[src/ptc_pkg.sv]
// ====================
// shared constants and types for the periodic timer block
package ptc_pkg;

   // ====================
   // geometry
   localparam int PTC_CHANNELS     = 2;   // channel 0 wide, channel 1 narrow
   localparam int PTC_CNT_W        = 16;  // storage width of every counter
   localparam int PTC_WIDTH_WIDE   = 16;  // implemented bits, channel 0
   localparam int PTC_WIDTH_NARROW = 10;  // implemented bits, channel 1
   localparam int PTC_ADDR_W       = 8;   // avalon byte address width
   localparam int PTC_DATA_W       = 32;  // avalon data width
   localparam int PTC_BE_W         = 4;   // byte enables

   // ====================
   // address decode fields
   localparam int PTC_CH_BIT   = 5;  // address bit selecting the channel
   localparam int PTC_IDX_HI   = 4;  // register index, high bit
   localparam int PTC_IDX_LO   = 2;  // register index, low bit
   localparam int PTC_TOP_LO   = 6;  // address bits from here up must be zero

   // register indices inside one channel (byte offset = index * 4)
   localparam logic [2:0] PTC_IDX_RUN       = 3'h0;  // counter run bit
   localparam logic [2:0] PTC_IDX_CTRL      = 3'h1;  // timer_control_second
   localparam logic [2:0] PTC_IDX_FLAGS     = 3'h2;  // match flags, write 1 clears
   localparam logic [2:0] PTC_IDX_CMPA_LO   = 3'h3;  // compare_a_value low byte
   localparam logic [2:0] PTC_IDX_CMPA_HI   = 3'h4;  // compare_a_value high byte
   localparam logic [2:0] PTC_IDX_PERIOD_LO = 3'h5;  // period low byte
   localparam logic [2:0] PTC_IDX_PERIOD_HI = 3'h6;  // period high byte
   localparam logic [2:0] PTC_IDX_COUNT     = 3'h7;  // live counter, read only

   // ====================
   // field positions and reset values
   localparam int PTC_RUN_BIT    = 0;  // counter_run_bit in run register
   localparam int PTC_FLAG_A_BIT = 0;  // compare_a_flag
   localparam int PTC_FLAG_P_BIT = 1;  // period_match_flag

   localparam logic [7:0]  PTC_BYTE_RESET = 8'h00;   // every byte register
   localparam logic [15:0] PTC_CNT_RESET  = 16'h0000;
   localparam logic [15:0] PTC_CNT_ONE    = 16'h0001;
   localparam logic [15:0] PTC_FULL_MASK  = 16'hFFFF;

   // ====================
   // modes and output functions
   typedef enum logic [1:0] {
      PTC_MODE_COMPARE = 2'b00,  // compare match output
      PTC_MODE_CAPTURE = 2'b01,  // capture input, not built here
      PTC_MODE_PWM     = 2'b10,  // pwm output
      PTC_MODE_TIMER   = 2'b11   // timer/counter, pin released
   } ptc_mode_type;

   // output function codes in compare match mode
   localparam logic [1:0] PTC_IO_CM_NONE   = 2'h0;
   localparam logic [1:0] PTC_IO_CM_LOW    = 2'h1;
   localparam logic [1:0] PTC_IO_CM_HIGH   = 2'h2;
   localparam logic [1:0] PTC_IO_CM_TOGGLE = 2'h3;

   // output function codes in pwm mode
   localparam logic [1:0] PTC_IO_PWM_INACTIVE = 2'h0;
   localparam logic [1:0] PTC_IO_PWM_ACTIVE   = 2'h1;
   localparam logic [1:0] PTC_IO_PWM_WAVE     = 2'h2;

   // timer_control_second layout, bit 7 down to bit 0
   typedef struct packed {
      ptc_mode_type mode;         // mode_select_high, mode_select_low
      logic [1:0]   out_func;     // output_function_high, output_function_low
      logic         out_ctrl;     // output_control_bit
      logic         out_invert;   // output_invert_bit
      logic         trig_src;     // stored only, capture is not built
      logic         clear_sel;    // clear_select
   } ptc_ctrl_type;

endpackage : ptc_pkg

[src/ptc_periodic_timer.sv]
`timescale 1ns/1ns
module ptc_periodic_timer
   import ptc_pkg::*;
(
   // clock and reset
   input  wire logic                                   clk,
   input  wire logic                                   rst,
   // avalon-mm slave
   input  wire logic [ptc_pkg::PTC_ADDR_W-1:0]         address,
   input  wire logic                                   read,
   input  wire logic                                   write,
   input  wire logic [ptc_pkg::PTC_DATA_W-1:0]         writedata,
   input  wire logic [ptc_pkg::PTC_BE_W-1:0]           byteenable,
   output logic      [ptc_pkg::PTC_DATA_W-1:0]         readdata,
   output logic                                        waitrequest,
   // timer output pins, one per channel
   output logic      [ptc_pkg::PTC_CHANNELS-1:0]       timer_output_pin,
   output logic      [ptc_pkg::PTC_CHANNELS-1:0]       timer_output_pin_oe
);
   import ptc_pkg::*;

   // ====================
   // bus slave

   logic                   wait_reg;     // high while idle or first cycle
   logic                   wait_next;    // next waitrequest
   logic [PTC_DATA_W-1:0]  rdata_reg;    // captured read word
   logic [PTC_DATA_W-1:0]  rdata_next;   // next read word
   logic                   bus_req;      // any request present
   logic                   wr_fire;      // write completes on this edge
   logic                   rd_take;      // read word captured on this edge
   logic                   addr_ok;      // aligned and inside the map
   logic                   sel_ch;       // addressed channel
   logic [2:0]             sel_idx;      // addressed register index
   logic [PTC_DATA_W-1:0]  rd_word [PTC_CHANNELS];  // per channel read mux

   // every request waits exactly one cycle, then completes
   assign bus_req   = read | write;
   assign wait_next = ~(bus_req & wait_reg);
   assign wr_fire   = write & ~wait_reg & byteenable[0];
   assign rd_take   = read & wait_reg;

   // address decode
   assign addr_ok = (address[1:0] == 2'h0) &&
                    (address[PTC_ADDR_W-1:PTC_TOP_LO] == 2'h0);
   assign sel_ch  = address[PTC_CH_BIT];
   assign sel_idx = address[PTC_IDX_HI:PTC_IDX_LO];

   // unmapped or misaligned reads answer zero
   assign rdata_next = addr_ok ? rd_word[sel_ch] : {PTC_DATA_W{1'b0}};

   // handshake flop
   always_ff @(posedge clk or posedge rst) begin
      if (rst) begin
         wait_reg <= 1'b1;
      end else begin
         wait_reg <= wait_next;
      end
   end

   // read data capture, held until the next read
   always_ff @(posedge clk or posedge rst) begin
      if (rst) begin
         rdata_reg <= {PTC_DATA_W{1'b0}};
      end else if (rd_take) begin
         rdata_reg <= rdata_next;
      end
   end

   assign waitrequest = wait_reg;
   assign readdata    = rdata_reg;

   // ====================
   // timer channels

   genvar gi;
   generate
      for (gi = 0; gi < PTC_CHANNELS; gi = gi + 1) begin : g_ch
         // implemented width and the mask that keeps spare bits at zero
         localparam int         W    = (gi == 0) ? PTC_WIDTH_WIDE : PTC_WIDTH_NARROW;
         localparam logic [15:0] MASK = PTC_FULL_MASK >> (PTC_CNT_W - W);


         // registers

         ptc_ctrl_type  ctrl_reg;      // timer_control_second
         logic          run_reg;       // counter_run_bit
         logic          run_prev_reg;  // run bit one cycle ago
         logic          flag_a_reg;    // compare_a_flag
         logic          flag_p_reg;    // period_match_flag
         logic [15:0]   cmpa_reg;      // compare_a_value
         logic [15:0]   period_reg;    // period_value
         logic [15:0]   cnt_reg;       // up-counter
         logic          level_reg;     // compare mode output level
         logic          pin_reg;       // pin level
         logic          oe_reg;        // pin enable


         // next values and decode

         logic          wr_this;       // write aimed at this channel
         logic [7:0]    wbyte;         // written byte
         logic          clr_a;         // software clears compare_a_flag
         logic          clr_p;         // software clears period_match_flag
         logic [15:0]   cnt_inc;       // counter plus one, wrapped at W
         logic          match_a;       // comparator a
         logic          match_p;       // comparator p
         logic          is_pwm;        // pwm mode
         logic          is_cmp_like;   // compare or timer/counter mode
         logic          clear_on_a;    // comparator a clears the counter
         logic          set_a;         // raise compare_a_flag
         logic          set_p;         // raise period_match_flag
         logic          cnt_clear;     // counter returns to zero
         logic [15:0]   cnt_next;      // next counter
         logic          run_rise;      // run bit went low to high
         logic          cm_action;     // compare-a level action taken
         logic          cm_level;      // level asked by output function
         logic          level_next;    // next compare output level
         logic          pwm_raw;       // pwm in its active phase
         logic          pwm_level;     // pwm level before inversion
         logic          pin_next;      // next pin level
         logic          oe_next;       // next pin enable

         assign wr_this = wr_fire & addr_ok & (sel_ch == 1'(gi));
         assign wbyte   = writedata[7:0];
         assign clr_a   = wr_this & (sel_idx == PTC_IDX_FLAGS) & wbyte[PTC_FLAG_A_BIT];
         assign clr_p   = wr_this & (sel_idx == PTC_IDX_FLAGS) & wbyte[PTC_FLAG_P_BIT];

         // comparators look at the value the counter is about to take
         assign cnt_inc = 16'(cnt_reg + PTC_CNT_ONE) & MASK;
         assign match_a = run_reg & (cnt_inc == cmpa_reg);
         // a zero period matches on the wrap, i.e. the overflow
         assign match_p = run_reg & (cnt_inc == period_reg);

         // mode decode
         assign is_pwm      = (ctrl_reg.mode == PTC_MODE_PWM);
         assign is_cmp_like = (ctrl_reg.mode == PTC_MODE_COMPARE) |
                              (ctrl_reg.mode == PTC_MODE_TIMER);
         // clear-select only counts in compare and timer/counter modes
         assign clear_on_a  = is_cmp_like & ctrl_reg.clear_sel;

         // flag events
         assign set_a     = match_a;
         assign set_p     = match_p & ~clear_on_a;
         assign cnt_clear = clear_on_a ? match_a : match_p;

         // counter holds while stopped
         assign cnt_next = ~run_reg  ? cnt_reg :
                           cnt_clear ? PTC_CNT_RESET : cnt_inc;

         // compare mode output level
         assign run_rise  = run_reg & ~run_prev_reg;
         assign cm_action = (ctrl_reg.mode == PTC_MODE_COMPARE) & match_a &
                            (ctrl_reg.out_func != PTC_IO_CM_NONE);
         assign cm_level  = (ctrl_reg.out_func == PTC_IO_CM_LOW)  ? 1'b0 :
                            (ctrl_reg.out_func == PTC_IO_CM_HIGH) ? 1'b1 :
                            ~level_reg;
         assign level_next = run_rise  ? ctrl_reg.out_ctrl :
                             cm_action ? cm_level : level_reg;

         // pwm: active while the counter is below compare-a
         assign pwm_raw   = cnt_reg < cmpa_reg;
         assign pwm_level =
            (ctrl_reg.out_func == PTC_IO_PWM_ACTIVE) ? ctrl_reg.out_ctrl :
            (ctrl_reg.out_func == PTC_IO_PWM_WAVE)   ?
               (pwm_raw ? ctrl_reg.out_ctrl : ~ctrl_reg.out_ctrl) :
            ~ctrl_reg.out_ctrl;

         // pin drive, inversion after the level choice
         assign pin_next = is_pwm ? (pwm_level ^ ctrl_reg.out_invert) :
                           (ctrl_reg.mode == PTC_MODE_COMPARE) ?
                              (level_next ^ ctrl_reg.out_invert) : pin_reg;
         // timer/counter and capture modes release the pin
         assign oe_next  = is_pwm | (ctrl_reg.mode == PTC_MODE_COMPARE);

         // read mux, narrow bits above W were never stored
         assign rd_word[gi] =
            (sel_idx == PTC_IDX_RUN)       ? {31'h0, run_reg} :
            (sel_idx == PTC_IDX_CTRL)      ? {24'h0, ctrl_reg} :
            (sel_idx == PTC_IDX_FLAGS)     ? {30'h0, flag_p_reg, flag_a_reg} :
            (sel_idx == PTC_IDX_CMPA_LO)   ? {24'h0, cmpa_reg[7:0]} :
            (sel_idx == PTC_IDX_CMPA_HI)   ? {24'h0, cmpa_reg[15:8]} :
            (sel_idx == PTC_IDX_PERIOD_LO) ? {24'h0, period_reg[7:0]} :
            (sel_idx == PTC_IDX_PERIOD_HI) ? {24'h0, period_reg[15:8]} :
            {16'h0, cnt_reg};


         // software registers

         always_ff @(posedge clk or posedge rst) begin
            if (rst) begin
               ctrl_reg   <= ptc_ctrl_type'(PTC_BYTE_RESET);
               run_reg    <= 1'b0;
               cmpa_reg   <= PTC_CNT_RESET;
               period_reg <= PTC_CNT_RESET;
            end else if (wr_this) begin
               // one register per write, spare bits masked off
               case (sel_idx)
                  PTC_IDX_RUN: begin
                     run_reg <= wbyte[PTC_RUN_BIT];
                  end
                  PTC_IDX_CTRL: begin
                     ctrl_reg <= ptc_ctrl_type'(wbyte);
                  end
                  PTC_IDX_CMPA_LO: begin
                     cmpa_reg[7:0] <= wbyte & MASK[7:0];
                  end
                  PTC_IDX_CMPA_HI: begin
                     cmpa_reg[15:8] <= wbyte & MASK[15:8];
                  end
                  PTC_IDX_PERIOD_LO: begin
                     period_reg[7:0] <= wbyte & MASK[7:0];
                  end
                  PTC_IDX_PERIOD_HI: begin
                     period_reg[15:8] <= wbyte & MASK[15:8];
                  end
                  default: begin
                     // flags and counter have their own processes
                  end
               endcase
            end
         end


         // match flags, a new match beats a clear in the same cycle

         always_ff @(posedge clk or posedge rst) begin
            if (rst) begin
               flag_a_reg <= 1'b0;
               flag_p_reg <= 1'b0;
            end else begin
               flag_a_reg <= set_a | (flag_a_reg & ~clr_a);
               flag_p_reg <= set_p | (flag_p_reg & ~clr_p);
            end
         end


         // counter and run edge tracking

         always_ff @(posedge clk or posedge rst) begin
            if (rst) begin
               cnt_reg      <= PTC_CNT_RESET;
               run_prev_reg <= 1'b0;
            end else begin
               cnt_reg      <= cnt_next;
               run_prev_reg <= run_reg;
            end
         end


         // output stage

         always_ff @(posedge clk or posedge rst) begin
            if (rst) begin
               level_reg <= 1'b0;
               pin_reg   <= 1'b0;
               oe_reg    <= 1'b0;
            end else begin
               level_reg <= level_next;
               pin_reg   <= pin_next;
               oe_reg    <= oe_next;
            end
         end

         assign timer_output_pin[gi]    = pin_reg;
         assign timer_output_pin_oe[gi] = oe_reg;
      end
   endgenerate

endmodule // ptc_periodic_timer

[config.mk]
export PLATFORM = sky130hd
export DESIGN_NAME = ptc_periodic_timer
export DESIGN_NICKNAME = d
export VERILOG_FILES = /design/src/ptc_pkg.sv /design/src/ptc_periodic_timer.sv
export SDC_FILE = /design/constraint.sdc
export NUM_CORES = 1
export LEC_CHECK = 0
export BUFFER_PORTS_ARGS = -buffer_cell sky130_fd_sc_hd__buf_2
export CAP_MARGIN = 30
export CORE_MARGIN = 2
export CORE_UTILIZATION = 35
export CTS_BUF_LIST = sky130_fd_sc_hd__clkbuf_8
export DETAILED_ROUTE_END_ITERATION = 8
export PLACE_DENSITY = 0.6
export RECOVER_POWER = 50
export SYNTH_ARGS = -nofsm -noshare
export SYNTH_HDL_FRONTEND = slang
export SYNTH_SLANG_ARGS = --single-unit
[constraint.sdc]
create_clock -name clk -period 7.03 [get_ports clk]
set_input_delay 1.7575 -clock clk [delete_from_list [all_inputs] [get_ports clk]]
set_output_delay 1.7575 -clock clk [all_outputs]
set_load 0.02 [all_outputs]
After elaboration in Yosys (flattened, before gate mapping)
Cells that the tools add are included.
{"block": "op_classes", "addsub": 2, "multipliers": 0, "n_div": 0, "magnitude_cmp": 3, "eq_ne": 18, "shift": 0, "muxes": 40, "bitwise_logic": 60, "n_reduce_logical": 22}
{"op": "16-bit two-way mux", "count": 14}
{"op": "32-bit two-way mux", "count": 4}
{"op": "16-bit equality test", "count": 2}
{"op": "1-bit AND", "count": 31}
{"op": "2-bit AND reduction", "count": 12}
{"op": "10-bit equality test", "count": 2}
{"op": "1-bit two-way mux", "count": 20}
{"op": "10-bit two-way mux", "count": 2}
{"op": "16-bit by 1-bit adder with 16-bit output, second input constant", "count": 1}
{"op": "16-bit less-than comparator", "count": 1}
{"op": "1-bit NOT", "count": 15}
{"op": "2-bit equality test, second input constant", "count": 6}
{"op": "10-bit by 1-bit adder with 10-bit output, second input constant", "count": 1}
{"op": "10-bit less-than comparator", "count": 1}
{"op": "3-bit equality test, second input constant", "count": 3}
{"op": "1-bit bitwise OR", "count": 9}
{"op": "2-bit zero test", "count": 4}
{"op": "2-bit nonzero test", "count": 4}
{"op": "3-bit by 2-bit equality test with 1-bit output, second input constant", "count": 2}
{"op": "2-bit by 1-bit equality test with 1-bit output, second input constant", "count": 2}
{"op": "1-bit XOR", "count": 4}
{"op": "3-bit by 1-bit equality test with 1-bit output, second input constant", "count": 1}
{"op": "3-bit zero test", "count": 1}
{"op": "2-bit >= comparator, second input constant", "count": 1}
{"op": "2 further kinds", "count": 2}
{"block": "word_totals", "ff_bits": 141, "latch_bits": 0, "ram_bits": 0, "romBits": 0, "inputBits": 48, "out_inout_bits": 37, "wordCells": 183, "n_memories": 0}

Depth between registers and ports, before layout
Gate-level depths: netlist of run 1.
{"block": "logic_depth", "ltp_word": 12, "ltp_mapped": 12, "depth_no_buf": 11}

Worst setup path before layout of run 1
OpenSTA, ideal clock, no wires.
{"block": "synth_timing", "kind": "input to register", "from": "input address[1] (netlist bit)", "to": "register g_ch[0].ctrl_reg[0] (netlist bit)", "setup_time_ns": 0.125, "t_arrival_ns": 3.591, "required_time_ns": 6.905, "slack_ns": 3.314, "path_stages": 5, "path_buffers": 0, "path_cell_list": "nor4_1 > and4b_1 > nand2b_1 > nor3_1 > mux2_2"}
{"block": "synth_between", "elab_chain_len": 5}
{"item": "start: declaration", "line_no": "ptc_periodic_timer.sv:9", "source": "input wire logic [ptc_pkg::PTC_ADDR_W-1:0] address,"}
{"item": "2-bit zero test", "line_no": "ptc_periodic_timer.sv:44", "source": "assign addr_ok = (address[1:0] == 2'h0) &&"}
{"item": "1-bit logical AND", "line_no": "ptc_periodic_timer.sv:44"}
{"item": "1-bit AND (2 in series)", "line_no": "ptc_periodic_timer.sv:124", "source": "assign wr_this = wr_fire & addr_ok & (sel_ch == 1'(gi));"}
{"item": "2-bit AND reduction (no source line)"}
{"item": "end signal: assignment", "line_no": "ptc_periodic_timer.sv:192", "source": "ctrl_reg <= ptc_ctrl_type'(PTC_BYTE_RESET);"}
{"item": "end signal: assignment", "line_no": "ptc_periodic_timer.sv:203", "source": "ctrl_reg <= ptc_ctrl_type'(wbyte);"}
{"item": "end: declaration", "line_no": "ptc_periodic_timer.sv:86", "source": "ptc_ctrl_type ctrl_reg;"}
No other way between the ends.
A chain may end at the register's enable or synchronous reset.

==> results of run 1 <==
-- layer usage --
metal  routed length, µm  GRT usage  vias to the layer above  part of all wire
li1                    -          -                     3144                 -
met1               10740     0.2652                     3314              0.46
met2               10790     0.3050                      186              0.46
met3                1329    0.03559                       37             0.057
met4                 564    0.06190                        0             0.024
met5                   0          0                        -                 0
-- synth_stat cells (5+ instances only) --
library cell and count:
o21ai_0 64, nand2_1 71, buf_4 24, inv_1 49, xnor3_1 6, xnor2_1 44, mux2_2 61, a22o_1 17
nor2b_1 14, o221ai_1 5, nand2b_1 16, buf_1 5, a21oi_1 23, clkbuf_1 31, nand4_1 11, and4_1 6
nor3b_1 6, buf_2 7, o22ai_1 22, or2_2 5, a222oi_1 6, ha_1 32, or3_1 9, nor3_1 18
o21a_1 7, mux2i_1 11, nor4_1 8, xor2_1 10, a221o_1 6, nand3_1 27, and2_1 5, a21o_1 23
dfrtp_1 124, nor2_1 28
-- worst max-delay path: stages --
cell and delay (ps):
buf_2 100, clkinvlp_2 1630, clkbuf_2 1450
-- cell type report --
class	instances	area, µm²
antenna	3	7.507
clock inverter	13	163.9
timing repair buffer	44	192.7
clock buffer	19	261.5
sequential	125	3129
fill	2349	14340
tap	319	399.1
inverter	49	185.2
multi-input combinational	638	4654
-- worst paths after layout --
| path | startpoint | endpoint | slack (ps) | cells after the start |
|---|---|---|---|---|
| worst max register to register | g_ch[0].cnt_reg[0] | g_ch[0].cnt_reg[0] | 2890 | 10 |
| worst min register to register | readdata[7] | readdata[7] | 480 | 2 |
| worst max-delay path | rst | g_ch[1].level_reg | 2300 | 3 |
| worst min-delay path | readdata[7] | readdata[7] | 480 | 2 |
| min in group asynchronous | rst | g_ch[0].cnt_reg[4] | 2130 | 2 |
| max in group clk | g_ch[0].cnt_reg[0] | g_ch[0].cnt_reg[0] | 2890 | 10 |
-- cell families after synthesis --
logic type	Yosys count	synth area share
and+or+nand+nor	242	0.1559
other	1	0.0004533
adders and majority gates	32	0.04840
AOI/OAI and AO/OA	216	0.1812
buffers and inverters	117	0.06594
xor gates and xnor gates	60	0.07350
DFF	125	0.3783
muxes	72	0.09634
-- power groups by stage --
stage / Clock, mW / Combinational, mW / Sequential, mW
2_1_floorplan: 0 / 0.355 / 0.802
3_3_place_gp: 0 / 0.412 / 0.841
3_5_place_dp: 0 / 0.414 / 0.843
4_1_cts: 0.703 / 0.417 / 0.828
5_1_grt: 0.734 / 0.455 / 0.835
6_report: 0.692 / 0.415 / 0.829
-- per-stage QoR --
| step | total power, mW | cell area [µm²] |
|---|---|---|
| global placement | 1.254 | 8592 |
| detailed placement | 1.257 | 8597 |
| global route | 2.024 | 8989 |
| CTS | 1.947 | 9022 |
| finish | 1.936 | 8994 |
| floorplan | 1.157 | 8329 |
==> impl_metrics.json, run 1 <==
{
  "status": "finished with violations",
  "avgSynthCellArea_um2": 9.564,
  "yosysSeqAreaShare": 0.3783,
  "fin_crit_sh": 0.6726,
  "fmax_mhz": 211.5,
  "finalWorstSetupSlack_ps": 2302,
  "finalHoldViolations": 0,
  "postSynthCellCount": 865,
  "fin_worst_hold_slack_ps": 481.9,
  "worst_ep_arrival_time_ps": 5000,
  "p_leak_nw": 3.943,
  "clk_path_buf_depth": 2,
  "dpl.hpwl_mm": 16.48,
  "irDropWorstVdd_mv": 0.1164,
  "netlist_area_um2": 8273,
  "grt_usage": 0.1924,
  "yosysWarningCount": 0,
  "setup_viol": 0,
  "maxCapViolCount": 2,
  "synth-edff-count": 0,
  "tns_ps": 0,
  "die-width_um": 157.7,
  "vias": 6681,
  "die_y_um": 157.7,
  "synth_seq_cells": 125,
  "failed_checks": "max-capacitance violations, max-slew violations",
  "worstSetupStartpointType": "input pin",
  "period_needed_ps": 4729,
  "maxSlewHeadroom": -0.9601,
  "powerDensity_nw_per_um2": 215.2,
  "drv_slew": 128,
  "initial_core_util": 0.3546,
  "tightest_slew_ps": 2924,
  "yosysTopAreaCell": "dfrtp_1",
  "pwr-share-comb": 0.214,
  "avgRoutedWirePerCell_um": 19.35,
  "cts_root_buffer": "clkbuf_8",
  "synth_top_area_share": 0.3751,
  "utilization": 0.3855,
  "sw_frac_of_total": 0.3347,
  "drc": 0,
  "worstPathRequired_ps": 7300,
  "place_congestion": 0.8643,
  "dp_slack_ps": 2772,
  "dp_cells": 1175,
  "power_switching_uw": 647.8,
  "viasPerCell": 5.521,
  "path_class": "in -> async",
  "dr.pass1.iters": 7,
  "cts_tree": "yes",
  "synthDistinctLibCells": 72,
  "postCtsHoldBufs": 0,
  "final_common_cell": "dfrtp_1",
  "ys_async_sr_fraction": 1.000,
  "drt_iter0_drc": 501,
  "worstHoldPathType": "reg -> reg",
  "path_max_fanout": 64,
  "p_seq_frac": 0.428,
  "rsz0062_at_grt": "false",
  "cts_sinks": 125,
  "fin_cells": 1210,
  "dieArea_um2": 24880,
  "overflow": 0,
  "port-buffer-count": 41,
  "grt_max_degree": 65,
  "pwr-share-clk": 0.358,
  "core-area_um2": 23330,
  "clk_latency_ps": 460,
  "post_cts_buffers": 0,
  "p_int_mw": 1.288,
  "worst_setup_path_end_kind": "async pin",
  "rows": 56,
  "antenna_found_initial": 3,
  "cts_buffers": 17,
  "final_cell_mix": "dfrtp_1 (124), nand2_1 (71), o21ai_0 (64)",
  "cts.clk_slew.worst_paths_ps": 80,
  "layout.nets": 955,
  "skew_ps": 7.146,
  "routed_wl_mm": 23.42,
  "grt_pass1_vias": 6347,
  "synth.top_cells.by_area": "dfrtp_1 (38%), mux2_2 (8.3%), ha_1 (4.8%)",
  "drive_above_1_share": 0.1520,
  "ant_nets": 0,
  "grt_pass1_wl_mm": 36.57,
  "htree_levels": 4,
  "top_level_ports": 85,
  "area_delta_synth_final_pct": 8.711,
  "synthFlopType": "dfrtp_1",
  "ctsResizeCount": 0
}
Power figures use the tool's default switching activity.
==> inputs of run 2 (changes only) <==
==> constraint.sdc (replaced) <==
create_clock -name clk -period 4.76 [get_ports clk]
set_input_delay 1.19 -clock clk [delete_from_list [all_inputs] [get_ports clk]]
set_output_delay 1.19 -clock clk [all_outputs]
set_load 0.02 [all_outputs]
==> impl_metrics.json, run 2 (synthesis gave the netlist of run 1 again) <==
{
  "grt_pass1_wl_mm": 37.28,
  "place_congestion": 0.8773,
  "port-buffer-count": 41,
  "drv_slew": 72,
  "failed_checks": "max-capacitance violations, max-slew violations",
  "final_cell_mix": "dfrtp_1 (124), nand2_1 (71), o21ai_0 (64)",
  "die-width_um": 157.7,
  "fmax_mhz": 260.4,
  "viasPerCell": 5.515,
  "layout.nets": 960,
  "finalWorstSetupSlack_ps": 919.4,
  "finalHoldViolations": 0,
  "powerDensity_nw_per_um2": 307.1,
  "htree_levels": 4,
  "tns_ps": 0,
  "cts_root_buffer": "clkbuf_8",
  "p_leak_nw": 4.011,
  "path_class": "reg -> reg",
  "rsz0062_at_grt": "false",
  "initial_core_util": 0.3546,
  "dpl.hpwl_mm": 16.67,
  "final_common_cell": "dfrtp_1",
  "die_y_um": 157.7,
  "worstSetupStartpointType": "flip-flop",
  "rows": 56,
  "dieArea_um2": 24880,
  "clk_path_buf_depth": 2,
  "grt_usage": 0.1964,
  "dp_slack_ps": 982.0,
  "core-area_um2": 23330,
  "antenna_found_initial": 3,
  "ant_nets": 0,
  "overflow": 0,
  "cts_sinks": 125,
  "worst_setup_path_end_kind": "flip-flop",
  "drt_iter0_drc": 529,
  "sw_frac_of_total": 0.3499,
  "fin_crit_sh": 0.8068,
  "top_level_ports": 85,
  "maxCapViolCount": 1,
  "cts_tree": "yes",
  "clk_latency_ps": 460,
  "worstHoldPathType": "reg -> reg",
  "drc": 0,
  "status": "finished with violations",
  "area_delta_synth_final_pct": 8.802,
  "pwr-share-comb": 0.224,
  "grt_pass1_vias": 6494,
  "cts_buffers": 17,
  "power_switching_uw": 967.2,
  "setup_viol": 0,
  "worstPathRequired_ps": 5110,
  "p_int_mw": 1.797,
  "period_needed_ps": 3841,
  "routed_wl_mm": 23.44,
  "grt_max_degree": 72,
  "postCtsHoldBufs": 0,
  "irDropWorstVdd_mv": 0.1940,
  "ctsResizeCount": 0,
  "tightest_slew_ps": 2794,
  "skew_ps": 13.99,
  "worst_ep_arrival_time_ps": 4190,
  "pwr-share-clk": 0.334,
  "vias": 6695,
  "drive_above_1_share": 0.1725,
  "cts.clk_slew.worst_paths_ps": 90,
  "path_max_fanout": 14,
  "post_cts_buffers": 0,
  "maxSlewHeadroom": -0.8627,
  "dr.pass1.iters": 5,
  "avgRoutedWirePerCell_um": 19.30,
  "p_seq_frac": 0.441
}
-- run 2: through the flow --
stage	std cells	total power [mW]	instance area [µm²]	hold slack [ps]	utilization
finish	1214	2.764	9001	482.1	0.3858
global route	1212	2.916	8996	516.1	0.3856
CTS	1212	2.785	9020	486.0	0.3866
detailed placement	1180	1.860	8637	467.9	0.3702
global placement	1180	1.854	8637	457.0	0.3702
floorplan	880	1.709	8329	389.4	-
-- run 2: worst paths after layout --
check / from / slack (ps) / endpoint / cells past startpoint
min: readdata[6] / 480 / readdata[6] / 2
max: g_ch[0].cnt_reg[1] / 920 / g_ch[0].cnt_reg[11] / 11
max in group asynchronous: rst / 1040 / g_ch[1].flag_a_reg / 3
min reg2reg: readdata[6] / 480 / readdata[6] / 2
min in group asynchronous: rst / 1730 / g_ch[0].cnt_reg[10] / 2
max reg2reg: g_ch[0].cnt_reg[1] / 920 / g_ch[0].cnt_reg[11] / 11
-- run 2: critical path: stages, from the launching register on --
cell	delay [ps]
dfrtp_1	520
ha_1	310
nand3_2	310
nor2_2	340
xnor3_1	260
a2111o_1	410
a2111o_1	350
or2_4	300
o22ai_4	420
buf_4	250
o21ai_0	80
o2bb2ai_1	180
-- run 2: area by class of cell --
cell class | instances | area (µm²)
multi-input cells | 638 | 4654
clock inverters | 14 | 135.1
clock buffers | 18 | 247.7
repair buffers | 49 | 246.5
well taps | 319 | 399.1
fillers | 2349 | 14330
inverters | 49 | 183.9
diodes | 2 | 5.005
flip-flops and latches | 125 | 3129
-- run 2: routing by layer --
| layer | global-route usage | up-vias | routed length [µm] |
|---|---|---|---|
| met2 | 0.3095 | 242 | 10650 |
| met4 | 0.05238 | 2 | 376 |
| met3 | 0.04325 | 30 | 1597 |
| li1 | - | 3137 | - |
| met1 | 0.2723 | 3284 | 10800 |
| met5 | 0 | - | 11 |
-- run 2: power by group through the flow --
stage                     registers, mW  clock network [mW]  logic, mW
after floorplan                    1.18                   0      0.524
after global placement             1.24                   0      0.615
after detailed placement           1.24                   0      0.619
after CTS                          1.22               0.943      0.622
after global routing               1.23               0.991      0.691
final                              1.22               0.924      0.620
